[src/logic/pcsm_pkg.sv]
// pcsm_pkg: address map constants and types of the config space map.
// assumes dword-indexed configuration addresses (byte address / 4).
package pcsm_pkg;
  localparam int PCSM_AW = 10;
  localparam int PCSM_DW = 32;
  localparam int PCSM_HDR_WORDS = 16;
  localparam int PCSM_EXT_NUM = 5;
  localparam logic [2:0] PCSM_EXT_MAX = 3'h3;
  // dword indices of the legacy map
  localparam logic [9:0] PCSM_HDR_LAST = 10'h00F;
  localparam logic [9:0] PCSM_PM_DW = 10'h010;
  localparam logic [9:0] PCSM_MSI_DW = 10'h012;
  localparam logic [9:0] PCSM_PCIE_DW = 10'h018;
  localparam logic [9:0] PCSM_MSIX_DW = 10'h027;
  localparam logic [9:0] PCSM_MSIX_LAST = 10'h029;
  localparam logic [9:0] PCSM_LEG_USR_FIRST = 10'h02A;
  localparam logic [9:0] PCSM_LEG_USR_LAST = 10'h03F;
  localparam logic [9:0] PCSM_HTYPE_DW = 10'h003;
  localparam logic [9:0] PCSM_ID_DW = 10'h000;
  // extended capabilities
  localparam logic [9:0] PCSM_EXT_BASE = 10'h040;
  localparam logic [9:0] PCSM_EXT_SIZE = 10'h010;
  localparam logic [3:0] PCSM_EXT_VER = 4'h1;
  // ext order: serial number, virtual channel, vendor, aer, resizable bar
  localparam logic [79:0] PCSM_EXT_IDS = 80'h0015_0001_000B_0002_0003;
  // legacy capability ids and next pointers (byte addresses)
  localparam logic [7:0] PCSM_PM_ID = 8'h01;
  localparam logic [7:0] PCSM_MSI_ID = 8'h05;
  localparam logic [7:0] PCSM_PCIE_ID = 8'h10;
  localparam logic [7:0] PCSM_MSIX_ID = 8'h11;
  localparam logic [7:0] PCSM_PM_NEXT = 8'h48;
  localparam logic [7:0] PCSM_MSI_NEXT = 8'h60;
  localparam logic [7:0] PCSM_PCIE_NEXT = 8'h9C;
  localparam logic [7:0] PCSM_HTYPE_EP = 8'h00;
  localparam logic [7:0] PCSM_HTYPE_RP = 8'h01;
  localparam logic [31:0] PCSM_ZERO = 32'h0000_0000;
  typedef enum logic [1:0] {
    PCSM_RG_HDR, PCSM_RG_CAP, PCSM_RG_RSVD, PCSM_RG_USER
  } pcsm_region_t;
  typedef enum logic [1:0] {
    PCSM_ST_IDLE, PCSM_ST_USER
  } pcsm_state_t;
endpackage : pcsm_pkg

[src/logic/pcsm_dec_if.sv]
// pcsm_dec_if: carries an address and the map options to the decoder.
// assumes one clock domain; the decoder is purely combinational.
`timescale 1ns/1ps
`default_nettype none
interface pcsm_dec_if;
  import pcsm_pkg::*;
  logic [PCSM_AW-1:0] addr;
  logic root_port;
  logic leg_user_en;
  logic msix_en;
  logic [PCSM_EXT_NUM-1:0] ext_en;
  logic user_ext_en;
  logic [PCSM_AW-1:0] user_ext_start;
  pcsm_region_t region;
  logic [PCSM_DW-1:0] cap_data;
  modport map (output addr, root_port, leg_user_en, msix_en, ext_en,
               user_ext_en, user_ext_start, input region, cap_data);
  modport dec (input addr, root_port, leg_user_en, msix_en, ext_en,
               user_ext_en, user_ext_start, output region, cap_data);
endinterface : pcsm_dec_if
`default_nettype wire

[src/logic/pcsm_decode.sv]
// pcsm_decode: classifies a config dword address into a region and
// builds the capability header dword the core answers with.
// assumes options stay stable while a request is decoded.
`timescale 1ns/1ps
`default_nettype none
module pcsm_decode
  import pcsm_pkg::*;
(
  pcsm_dec_if.dec d
);
  logic [2:0] pre [PCSM_EXT_NUM+1];
  logic [PCSM_EXT_NUM-1:0] impl;
  logic [PCSM_EXT_NUM-1:0] hit;
  logic [PCSM_DW-1:0] hdr [PCSM_EXT_NUM];
  logic [2:0] n_impl;
  logic [9:0] ext_end;
  logic [11:0] user_byte;

  assign pre[0] = 3'h0;
  // only the first three enabled structures get a slot
  assign n_impl = (pre[PCSM_EXT_NUM] > PCSM_EXT_MAX) ? PCSM_EXT_MAX
                : pre[PCSM_EXT_NUM];
  assign ext_end = PCSM_EXT_BASE + 10'(n_impl) * PCSM_EXT_SIZE;
  assign user_byte = d.user_ext_en ? {d.user_ext_start, 2'b00} : 12'h000;

  generate
    for (genvar i = 0; i < PCSM_EXT_NUM; i++) begin : g_ext
      logic [9:0] base;
      logic [11:0] nxt;
      assign pre[i+1] = pre[i] + {2'b00, d.ext_en[i]};
      assign impl[i] = d.ext_en[i] && (pre[i] < PCSM_EXT_MAX);
      assign base = PCSM_EXT_BASE + 10'(pre[i]) * PCSM_EXT_SIZE;
      assign hit[i] = impl[i] && (d.addr == base);
      // last structure chains into the user space, if any
      assign nxt = (pre[i] + 3'h1 < n_impl) ? {base + PCSM_EXT_SIZE, 2'b00}
                 : user_byte;
      assign hdr[i] = {nxt, PCSM_EXT_VER, PCSM_EXT_IDS[16*i +: 16]};
    end
  endgenerate

  always_comb begin
    d.region = PCSM_RG_RSVD;
    d.cap_data = PCSM_ZERO;
    if (d.addr <= PCSM_HDR_LAST) begin
      d.region = PCSM_RG_HDR;
    end else if (d.addr < PCSM_MSIX_DW) begin
      // capability bodies are not modelled and read as zero
      d.region = PCSM_RG_CAP;
      if (d.addr == PCSM_PM_DW) begin
        d.cap_data = {16'h0000, PCSM_PM_NEXT, PCSM_PM_ID};
      end else if (d.addr == PCSM_MSI_DW) begin
        d.cap_data = {16'h0000, PCSM_MSI_NEXT, PCSM_MSI_ID};
      end else if (d.addr == PCSM_PCIE_DW) begin
        d.cap_data = {16'h0000, d.msix_en ? PCSM_PCIE_NEXT : 8'h00,
                      PCSM_PCIE_ID};
      end
    end else if (d.addr <= PCSM_MSIX_LAST) begin
      if (d.msix_en) begin
        d.region = PCSM_RG_CAP;
        if (d.addr == PCSM_MSIX_DW) begin
          d.cap_data = {16'h0000, 8'h00, PCSM_MSIX_ID};
        end
      end else begin
        d.region = PCSM_RG_RSVD;
      end
    end else if (d.addr <= PCSM_LEG_USR_LAST) begin
      d.region = (!d.root_port && d.leg_user_en) ? PCSM_RG_USER
               : PCSM_RG_RSVD;
    end else if (d.addr < ext_end) begin
      d.region = PCSM_RG_CAP;
      for (int i = 0; i < PCSM_EXT_NUM; i++) begin
        if (hit[i]) begin
          d.cap_data = hdr[i];
        end
      end
    end else if (d.user_ext_en && d.addr >= d.user_ext_start) begin
      d.region = PCSM_RG_USER;
    end else begin
      d.region = PCSM_RG_RSVD;
    end
  end
endmodule : pcsm_decode
`default_nettype wire

[src/logic/pcsm_map.sv]
// pcsm_map: config space map of the express core; answers header and
// capability dwords itself, zeros reserved space, forwards user ranges.
// assumes link requests and user answers on sys_clk; options static.
`timescale 1ns/1ps
`default_nettype none
module pcsm_map
  import pcsm_pkg::*;
#(
  parameter logic [31:0] ID_CODE = 32'h0001_0001 // arbitrary value
) (
  // clock and reset
  input wire logic sys_clk,
  input wire logic rst_n,
  // map options
  input wire logic root_port,
  input wire logic leg_user_en,
  input wire logic msix_en,
  input wire logic [PCSM_EXT_NUM-1:0] ext_en,
  input wire logic user_ext_en,
  input wire logic [PCSM_AW-1:0] user_ext_start,
  // configuration requests from the link
  input wire logic req_valid,
  output logic req_ready,
  input wire logic [PCSM_AW-1:0] req_addr,
  input wire logic req_we,
  input wire logic [PCSM_DW-1:0] req_wdata,
  // completions to the link
  output logic rsp_valid,
  output logic [PCSM_DW-1:0] rsp_data,
  // user application side
  output logic usr_req_valid,
  output logic [PCSM_AW-1:0] usr_addr,
  output logic usr_we,
  output logic [PCSM_DW-1:0] usr_wdata,
  input wire logic usr_rsp_valid,
  input wire logic [PCSM_DW-1:0] usr_rsp_data
);
  pcsm_dec_if dif ();
  pcsm_state_t state_q, state_d;
  logic ready_q, ready_d;
  logic rsp_valid_q, rsp_valid_d;
  logic [PCSM_DW-1:0] rsp_data_q, rsp_data_d;
  logic usr_valid_q, usr_valid_d;
  logic [PCSM_AW-1:0] usr_addr_q, usr_addr_d;
  logic usr_we_q, usr_we_d;
  logic [PCSM_DW-1:0] usr_wdata_q, usr_wdata_d;
  logic [PCSM_DW-1:0] hdr_q [PCSM_HDR_WORDS];
  logic [PCSM_DW-1:0] hdr_d [PCSM_HDR_WORDS];
  logic [PCSM_DW-1:0] hdr_rd;
  logic [3:0] hidx;
  logic acc;

  assign dif.addr = req_addr;
  assign dif.root_port = root_port;
  assign dif.leg_user_en = leg_user_en;
  assign dif.msix_en = msix_en;
  assign dif.ext_en = ext_en;
  assign dif.user_ext_en = user_ext_en;
  assign dif.user_ext_start = user_ext_start;

  pcsm_decode u_dec (
    .d (dif.dec)
  );

  assign acc = req_valid && ready_q && (state_q == PCSM_ST_IDLE);
  assign hidx = req_addr[3:0];

  // identity and header type are read-only overlays on the store
  always_comb begin
    hdr_rd = hdr_q[hidx];
    if (req_addr == PCSM_ID_DW) begin
      hdr_rd = ID_CODE;
    end else if (req_addr == PCSM_HTYPE_DW) begin
      hdr_rd[23:16] = root_port ? PCSM_HTYPE_RP : PCSM_HTYPE_EP;
    end
  end

  always_comb begin
    state_d = state_q;
    rsp_valid_d = 1'b0;
    rsp_data_d = rsp_data_q;
    usr_valid_d = 1'b0;
    usr_addr_d = usr_addr_q;
    usr_we_d = usr_we_q;
    usr_wdata_d = usr_wdata_q;
    hdr_d = hdr_q;
    case (state_q)
      PCSM_ST_IDLE: begin
        if (acc) begin
          if (dif.region == PCSM_RG_USER) begin
            usr_valid_d = 1'b1;
            usr_addr_d = req_addr;
            usr_we_d = req_we;
            usr_wdata_d = req_wdata;
            state_d = PCSM_ST_USER;
          end else begin
            rsp_valid_d = 1'b1;
            rsp_data_d = PCSM_ZERO;
            if (req_we) begin
              if (dif.region == PCSM_RG_HDR) begin
                hdr_d[hidx] = req_wdata;
              end
            end else if (dif.region == PCSM_RG_HDR) begin
              rsp_data_d = hdr_rd;
            end else if (dif.region == PCSM_RG_CAP) begin
              rsp_data_d = dif.cap_data;
            end
          end
        end
      end
      PCSM_ST_USER: begin
        // no timeout: a user side that never answers stalls the link
        if (usr_rsp_valid) begin
          rsp_valid_d = 1'b1;
          rsp_data_d = usr_we_q ? PCSM_ZERO : usr_rsp_data;
          state_d = PCSM_ST_IDLE;
        end
      end
      default: begin
        state_d = PCSM_ST_IDLE;
      end
    endcase
    ready_d = (state_d == PCSM_ST_IDLE);
  end

  always_ff @(posedge sys_clk) begin
    if (!rst_n) begin
      state_q <= PCSM_ST_IDLE;
      ready_q <= 1'b0;
      rsp_valid_q <= 1'b0;
      rsp_data_q <= PCSM_ZERO;
      usr_valid_q <= 1'b0;
      usr_addr_q <= '0;
      usr_we_q <= 1'b0;
      usr_wdata_q <= PCSM_ZERO;
      for (int i = 0; i < PCSM_HDR_WORDS; i++) begin
        hdr_q[i] <= PCSM_ZERO;
      end
    end else begin
      state_q <= state_d;
      ready_q <= ready_d;
      rsp_valid_q <= rsp_valid_d;
      rsp_data_q <= rsp_data_d;
      usr_valid_q <= usr_valid_d;
      usr_addr_q <= usr_addr_d;
      usr_we_q <= usr_we_d;
      usr_wdata_q <= usr_wdata_d;
      hdr_q <= hdr_d;
    end
  end

  assign req_ready = ready_q;
  assign rsp_valid = rsp_valid_q;
  assign rsp_data = rsp_data_q;
  assign usr_req_valid = usr_valid_q;
  assign usr_addr = usr_addr_q;
  assign usr_we = usr_we_q;
  assign usr_wdata = usr_wdata_q;

  logic rd_acc;
  logic in_leg;
  assign rd_acc = acc && !req_we;
  assign in_leg = req_addr >= PCSM_LEG_USR_FIRST &&
                  req_addr <= PCSM_LEG_USR_LAST;
endmodule : pcsm_map
`default_nettype wire

[config.mk]
export PLATFORM = sky130hd
export DESIGN_NAME = pcsm_map
export DESIGN_NICKNAME = d
export VERILOG_FILES = /design/src/logic/pcsm_pkg.sv /design/src/logic/pcsm_dec_if.sv /design/src/logic/pcsm_decode.sv /design/src/logic/pcsm_map.sv
export SDC_FILE = /design/constraint.sdc
export NUM_CORES = 2
export LEC_CHECK = 0
export BUFFER_PORTS_ARGS = -buffer_cell sky130_fd_sc_hd__buf_2
export CAP_MARGIN = 20
export CORE_AREA = 5 5 217 219
export CTS_CLUSTER_SIZE = 12
export DETAILED_ROUTE_END_ITERATION = 8
export DIE_AREA = 0 0 222 224
export PLACE_DENSITY = 0.83
export SYNTH_ARGS = -nofsm -noshare
export SYNTH_HDL_FRONTEND = slang
export SYNTH_HIERARCHICAL = 1
export SYNTH_SLANG_ARGS = --single-unit
[constraint.sdc]
create_clock -name sys_clk -period 5.41 [get_ports sys_clk]
set_input_delay 0.541 -clock sys_clk [delete_from_list [all_inputs] [get_ports sys_clk]]
set_output_delay 0.541 -clock sys_clk [all_outputs]
set_load 0.01 [all_outputs]
# ---- Word-level counts from Yosys, hierarchy flattened
# Index checks and enable logic that the tools add are counted.
dict set report classes {
  n_addsub 17
  order_cmp 18
  n_eq_ne 16
  muxes 59
  n_bitwise 2
  n_reduce_logical 24
}
# operator n
set op_table {}
lappend op_table {{2-to-1 mux 32 bit} 23}
lappend op_table {{bitwise mux 512 bit} 1}
lappend op_table {{binary-select mux 32 bit (select 4 bit)} 1}
lappend op_table {{demux 32 bit (select 4 bit)} 1}
lappend op_table {{2-to-1 mux 12 bit} 6}
lappend op_table {{case mux 32 bit (2 select lines)} 1}
lappend op_table {{adder 10 x 5 -> 10 bit (second input constant)} 4}
lappend op_table {{== test 10 bit} 4}
lappend op_table {{adder 7 x 7 -> 8 bit (first input constant)} 4}
lappend op_table {{2-to-1 mux 16 bit} 2}
lappend op_table {{2-to-1 mux 8 bit} 4}
lappend op_table {{== test 10 x 5 -> 1 bit (second input constant)} 3}
lappend op_table {{less-or-equal comparator 10 x 6 -> 1 bit (second input constant)} 2}
lappend op_table {{2-to-1 mux 2 bit} 9}
lappend op_table {{logical AND 1 bit} 14}
lappend op_table {{< comparator 3 bit} 4}
lappend op_table {{== test 10 x 2 -> 1 bit (second input constant)} 1}
lappend op_table {{== test 10 x 6 -> 1 bit (second input constant)} 1}
lappend op_table {{== test 10 x 7 -> 1 bit (second input constant)} 1}
lappend op_table {{greater-or-equal comparator 10 bit} 1}
lappend op_table {{less-or-equal comparator 10 x 4 -> 1 bit (second input constant)} 1}
lappend op_table {{logical NOT 10 bit} 1}
lappend op_table {{< comparator 10 bit} 1}
lappend op_table {{< comparator 10 x 6 -> 1 bit (second input constant)} 1}
lappend op_table {{other kinds (27)} 45}
dict set report word_totals {
  ff_bits 592
  inputBits 98
  word_cells 160
}

# ---- Logic depth before layout (Yosys ltp)
dict set report logic_depth {
  ltp_word 24
  ltp_mapped 17
  depth_no_buf 16
}

# ---- Cells and area by module
# The synthesis kept the hierarchy.
# mod n_inst cells_each area_each_um2
set by_module_without_submodules {}
lappend by_module_without_submodules {pcsm_map 1 3061 25364.3}
lappend by_module_without_submodules {pcsm_decode 1 237 1637.8}

# ---- Worst setup path before layout
# OpenSTA, ideal clock, no wires.
dict set report synth_path {
  path_kind {input port to flip-flop}
  startpoint {input ext_en[0]}
  endpoint {register hdr_q[385] (netlist bit)}
  setup_time_ns 0.070
  arrival_ns 4.427
  t_required_ns 5.340
  path_slack_ns 0.912
  stages 16
  path_buffers 2
  cell_sequence {fa_1 > ha_1 > ha_1 > ha_1 > clkbuf_1 > maj3_1 > a21oi_1 > a2bb2oi_2 > a21boi_1 > a21boi_0 > nor3b_2 > nand3_1 > nor3_2 > buf_2 > nand2_1 > a21oi_1}
}
dict set report synth_between {
  elab_chain_len 16
  word_cells_on_any_way 17
  cone_classes {5 x add/sub; 2 x order compare; 1 x eq/ne; 6 x mux; 1 x bitwise; 2 x reduce/logical}
}
# element line_no
set synth_lines {}
lappend synth_lines {{start, declared} pcsm_map.sv:18} ;# input wire logic [PCSM_EXT_NUM-1:0] ext_en,
lappend synth_lines {{adder 1 x 1 -> 2 bit (*)} pcsm_decode.sv:30} ;# assign pre[i+1] = pre[i] + {2'b00, d.ext_en[i]};
lappend synth_lines {{adder 3 x 1 -> 3 bit (*) (3 in series)} pcsm_decode.sv:30}
lappend synth_lines {{> comparator 3 x 2 -> 1 bit} pcsm_decode.sv:21} ;# assign n_impl = (pre[PCSM_EXT_NUM] > PCSM_EXT_MAX) ? PCSM_EXT_MAX
lappend synth_lines {{2-to-1 mux 3 bit (*)} pcsm_decode.sv:21}
lappend synth_lines {{adder 7 x 7 -> 8 bit (*)} pcsm_decode.sv:23} ;# assign ext_end = PCSM_EXT_BASE + 10'(n_impl) * PCSM_EXT_SIZE;
lappend synth_lines {{< comparator 10 bit (*)} pcsm_decode.sv:69} ;# end else if (d.addr < ext_end) begin
lappend synth_lines {{2-to-1 mux 2 bit (*)} pcsm_decode.sv:69}
lappend synth_lines {{2-to-1 mux 2 bit (*)} pcsm_decode.sv:66} ;# end else if (d.addr <= PCSM_LEG_USR_LAST) begin
lappend synth_lines {{2-to-1 mux 2 bit (*)} pcsm_decode.sv:57} ;# end else if (d.addr <= PCSM_MSIX_LAST) begin
lappend synth_lines {{2-to-1 mux 2 bit (*)} pcsm_decode.sv:46} ;# end else if (d.addr < PCSM_MSIX_DW) begin
lappend synth_lines {{2-to-1 mux 2 bit (*)} pcsm_decode.sv:44} ;# if (d.addr <= PCSM_HDR_LAST) begin
lappend synth_lines {{named net dif.region[1]} pcsm_dec_if.sv:14} ;# pcsm_region_t region;
lappend synth_lines {{== test 2 bit} pcsm_map.sv:90} ;# if (dif.region == PCSM_RG_USER) begin
lappend synth_lines {{inverter 1 bit (no line)} --}
lappend synth_lines {{AND reduction 5 bit (no line) (*)} --}
lappend synth_lines {{end signal, assigned} pcsm_map.sv:148} ;# hdr_q <= hdr_d;
lappend synth_lines {{end, declared} pcsm_map.sv:47} ;# logic [PCSM_DW-1:0] hdr_q [PCSM_HDR_WORDS];
# The timed path passes the listed nets; every way through them passes the cells marked *.
# A chain may end at the register's enable or synchronous reset.

# ---- Worst setup path after layout
dict set report layout_path {
  startpoint {input ext_en[0]}
  endpoint {register hdr_q[119] (netlist bit)}
}
# Same word-level chain as after synthesis.

==> out/qor.txt <==
Wirelength, routed: 88.39 mm
GR Util met1: 43.64%
Total power: 8.930 mW
Vias: 25120
Reg area: 11850 um2
Clk sinks: 592
Clk buf depth: 3
Antenna-violating nets left: 0
Crit path launch type: input port
CTS tree: built
CTS root buf: clkbuf_16
Fill count: 3461
Fmax: 208.8 MHz
Post-CTS sizing: 0
Most common cell after layout, fill and taps aside: nand2_1
GR Util met3: 7.627%
Fin area: 29810 um2
Wirelength per Cell: 22.43 um
Setup violators final: 0
Post-Syn Area: 27000 um2
Sequential share of the synthesized area: 43.89%
Die Ht: 224 um
Worst Setup End Kind: flip-flop
PD cells: 299.6 nW/um2
Final hold vios: 0
Rows: 78
Post-Syn Instances: 3298
First drt pass iteration count: 6
CTS Hold Bufs: 0
Clock transition at the registers of the reported paths: 0.06 ns
Post-CTS Setup Bufs: 0
Most Used Layer, Global Route: met2
Synth-to-Final Area Change: 10.40%
Initial antenna violation count: 11
Worst clock skew: 0.01895 ns
DR iter-0 viols: 4010
Synthesized area per cell: 8.187 um2
Most frequently used flop master after synthesis: dfxtp_1
Pleak: 10.51 nW
Clock Latency Late Sink: 0.63 ns
Synth cell types: 78
DP HPWL: 56.50 mm
EDFF count, synth: 0
GP Congestion: 0.9536
Drt via density: 6.374
Fraction of layout cells with a size suffix above 1: 14.70%
Critical path class: input port to flip-flop
Met2 Use GR: 53.95%
Synth top area cells: dfxtp_1, nand2_1, a21oi_1
Grt total ovfl: 0
Top cell type's share of synthesized area: 43.89%
Multi-input combinational cell area: 13760 um2
Final worst-path cycle share: 88.51%
Synth area leader: dfxtp_1
Peak supply drop: 0.0002158 V
Final Max Slew Viols: 0
Total Nets Final: 3429
CP Max Fanout: 18
Synth Register Bits: 592
Maximum Capacitance Violations: 0
Total I/O pin count: 176
GRT Util Overall: 33.86%
Die width: 222 um
Asr flop ratio synth: 0%
Cts bufs inserted: 58
Arr. time, crit path: 5.32 ns
Req. time, crit path: 5.94 ns
Pin count of the biggest net entering global routing: 252
Hold Crit Class: input port to flip-flop
CTS H-tree depth: 2
Starting Density: 60.15%
I/O Buffers: 175
Yosys warning count: 6
Placed instance area: 28060 um2
Commonest cells after routing, fill and taps aside: nand2_1, dfxtp_1, a21oi_1
Remaining DRCs: 0
Slew HR: 23.63%
Min cycle time layout: 4.789 ns
Global-route wire length before repair: 134.8 mm
Status: finished clean
Vias in the first global route: 23854
Worst-margin pin slew: 1.143 ns
Die area: 49730 um2
Unrepaired setup endpoints after global routing: no
Total negative slack: 0 ns
Core ar.: 44890 um2
==> kinds of logic (layout without fill, tap and decap cells) <==
family	Yosys count	in the layout	synth area share, %
DFF	592	592	43.89
buffers and inverters	345	369	5.579
xor gates and xnor gates	9	9	0.4031
AOI/OAI and AO/OA	790	790	16.57
adders and majority gates	26	26	1.219
muxes	179	179	12.46
and+or+nand+nor	1354	1354	19.84
other	3	22	0.04170
==> final timing paths <==
check               startpoint             to  slack (ns)  cells after the start
setup / recovery     ext_en[0]     hdr_q[119]        0.62                     16
hold / removal     req_addr[8]    usr_addr[8]        0.23                      3
setup reg to reg    state_q[1]  usr_wdata[31]        2.87                      5
hold reg to reg   usr_wdata[8]   usr_wdata[8]        0.45                      2
==> cell type report <==
| cell class | count | area share, % |
|---|---|---|
| Multi-Input combinational cell | 2372 | 46.14 |
| Sequential cell | 592 | 39.76 |
| Clock buffer | 79 | 5.440 |
| Timing Repair Buffer | 259 | 5.398 |
| Tap cell | 600 | 2.518 |
| Clock inverter | 7 | 0.3484 |
| Inverter | 24 | 0.3274 |
| Antenna cell | 8 | 0.06716 |
==> layer usage <==
| metal | routed length, um | up-vias |
|---|---|---|
| li1 | - | 11178 |
| met5 | 13 | - |
| met1 | 31630 | 11828 |
| met3 | 11670 | 367 |
| met2 | 39680 | 1745 |
| met4 | 5396 | 2 |
==> through the flow <==
stage | hold WS, ns | worst slack [ns] | cells | utilization [%]
6_report | 0.2290 | 0.6214 | 3941 | 66.40
5_1_grt | 0.2399 | 0.4620 | 3940 | 66.40
4_1_cts | 0.2073 | 0.7979 | 3932 | 66.34
3_5_place_dp | 0.4431 | 0.1651 | 3846 | 62.50
3_3_place_gp | 0.4369 | 0.3251 | 3846 | 62.50
2_1_floorplan | 0.4315 | 0.9121 | 3309 | -
==> sequential cells by signal, indices dropped and copies added (netlist names) <==
| name | cells |
|---|---|
| hdr_q | 512 |
| req_ready | 1 |
| rsp_data | 32 |
| rsp_valid | 1 |
| state_q | 2 |
| usr_addr | 10 |
| usr_req_valid | 1 |
| usr_wdata | 32 |
| usr_we | 1 |
==> cell usage after synthesis, types with 3 or more instances <==
library cell,count
a211oi_1,11
a21boi_0,3
a21o_1,6
a21oi_1,590
a221o_1,10
a221oi_1,22
a22oi_1,25
a31oi_1,8
and2_1,8
and3_1,15
buf_2,85
buf_4,20
buf_6,4
clkbuf_1,211
conb_1,3
dfxtp_1,592
ha_1,23
inv_1,23
mux2_2,3
mux2i_1,52
mux4_1,5
mux4_2,119
nand2_1,1189
nand2b_1,11
nand3_1,15
nor2_1,61
nor2b_1,6
nor3_1,19
nor3_2,5
nor4_1,7
o211a_1,19
o211ai_1,3
o21ai_0,57
o21ai_1,3
o21bai_1,3
or4_1,4
xor2_1,5
==> power by group <==
part	leakage, nW	switching [mW]	internal, mW	total (mW)
registers	4.77	0.0127	4.38	4.39
logic	4.90	0.491	0.225	0.716
clock network	0.847	1.67	2.16	3.82
total	10.5	2.17	6.76	8.93
==> critical path: stages <==
cell and delay [ns]:
buf_2 0.15, fa_1 0.68, ha_1 0.37, ha_1 0.23, ha_1 0.39, maj3_1 0.37
a21oi_1 0.19, a2bb2oi_2 0.18, a21boi_1 0.27, a21boi_1 0.15, nor3b_2 0.57, nand3_1 0.37
nor2_2 0.21, buf_4 0.36, nand2_1 0.13, a21oi_1 0.17
Power figures use the tool's default switching activity.
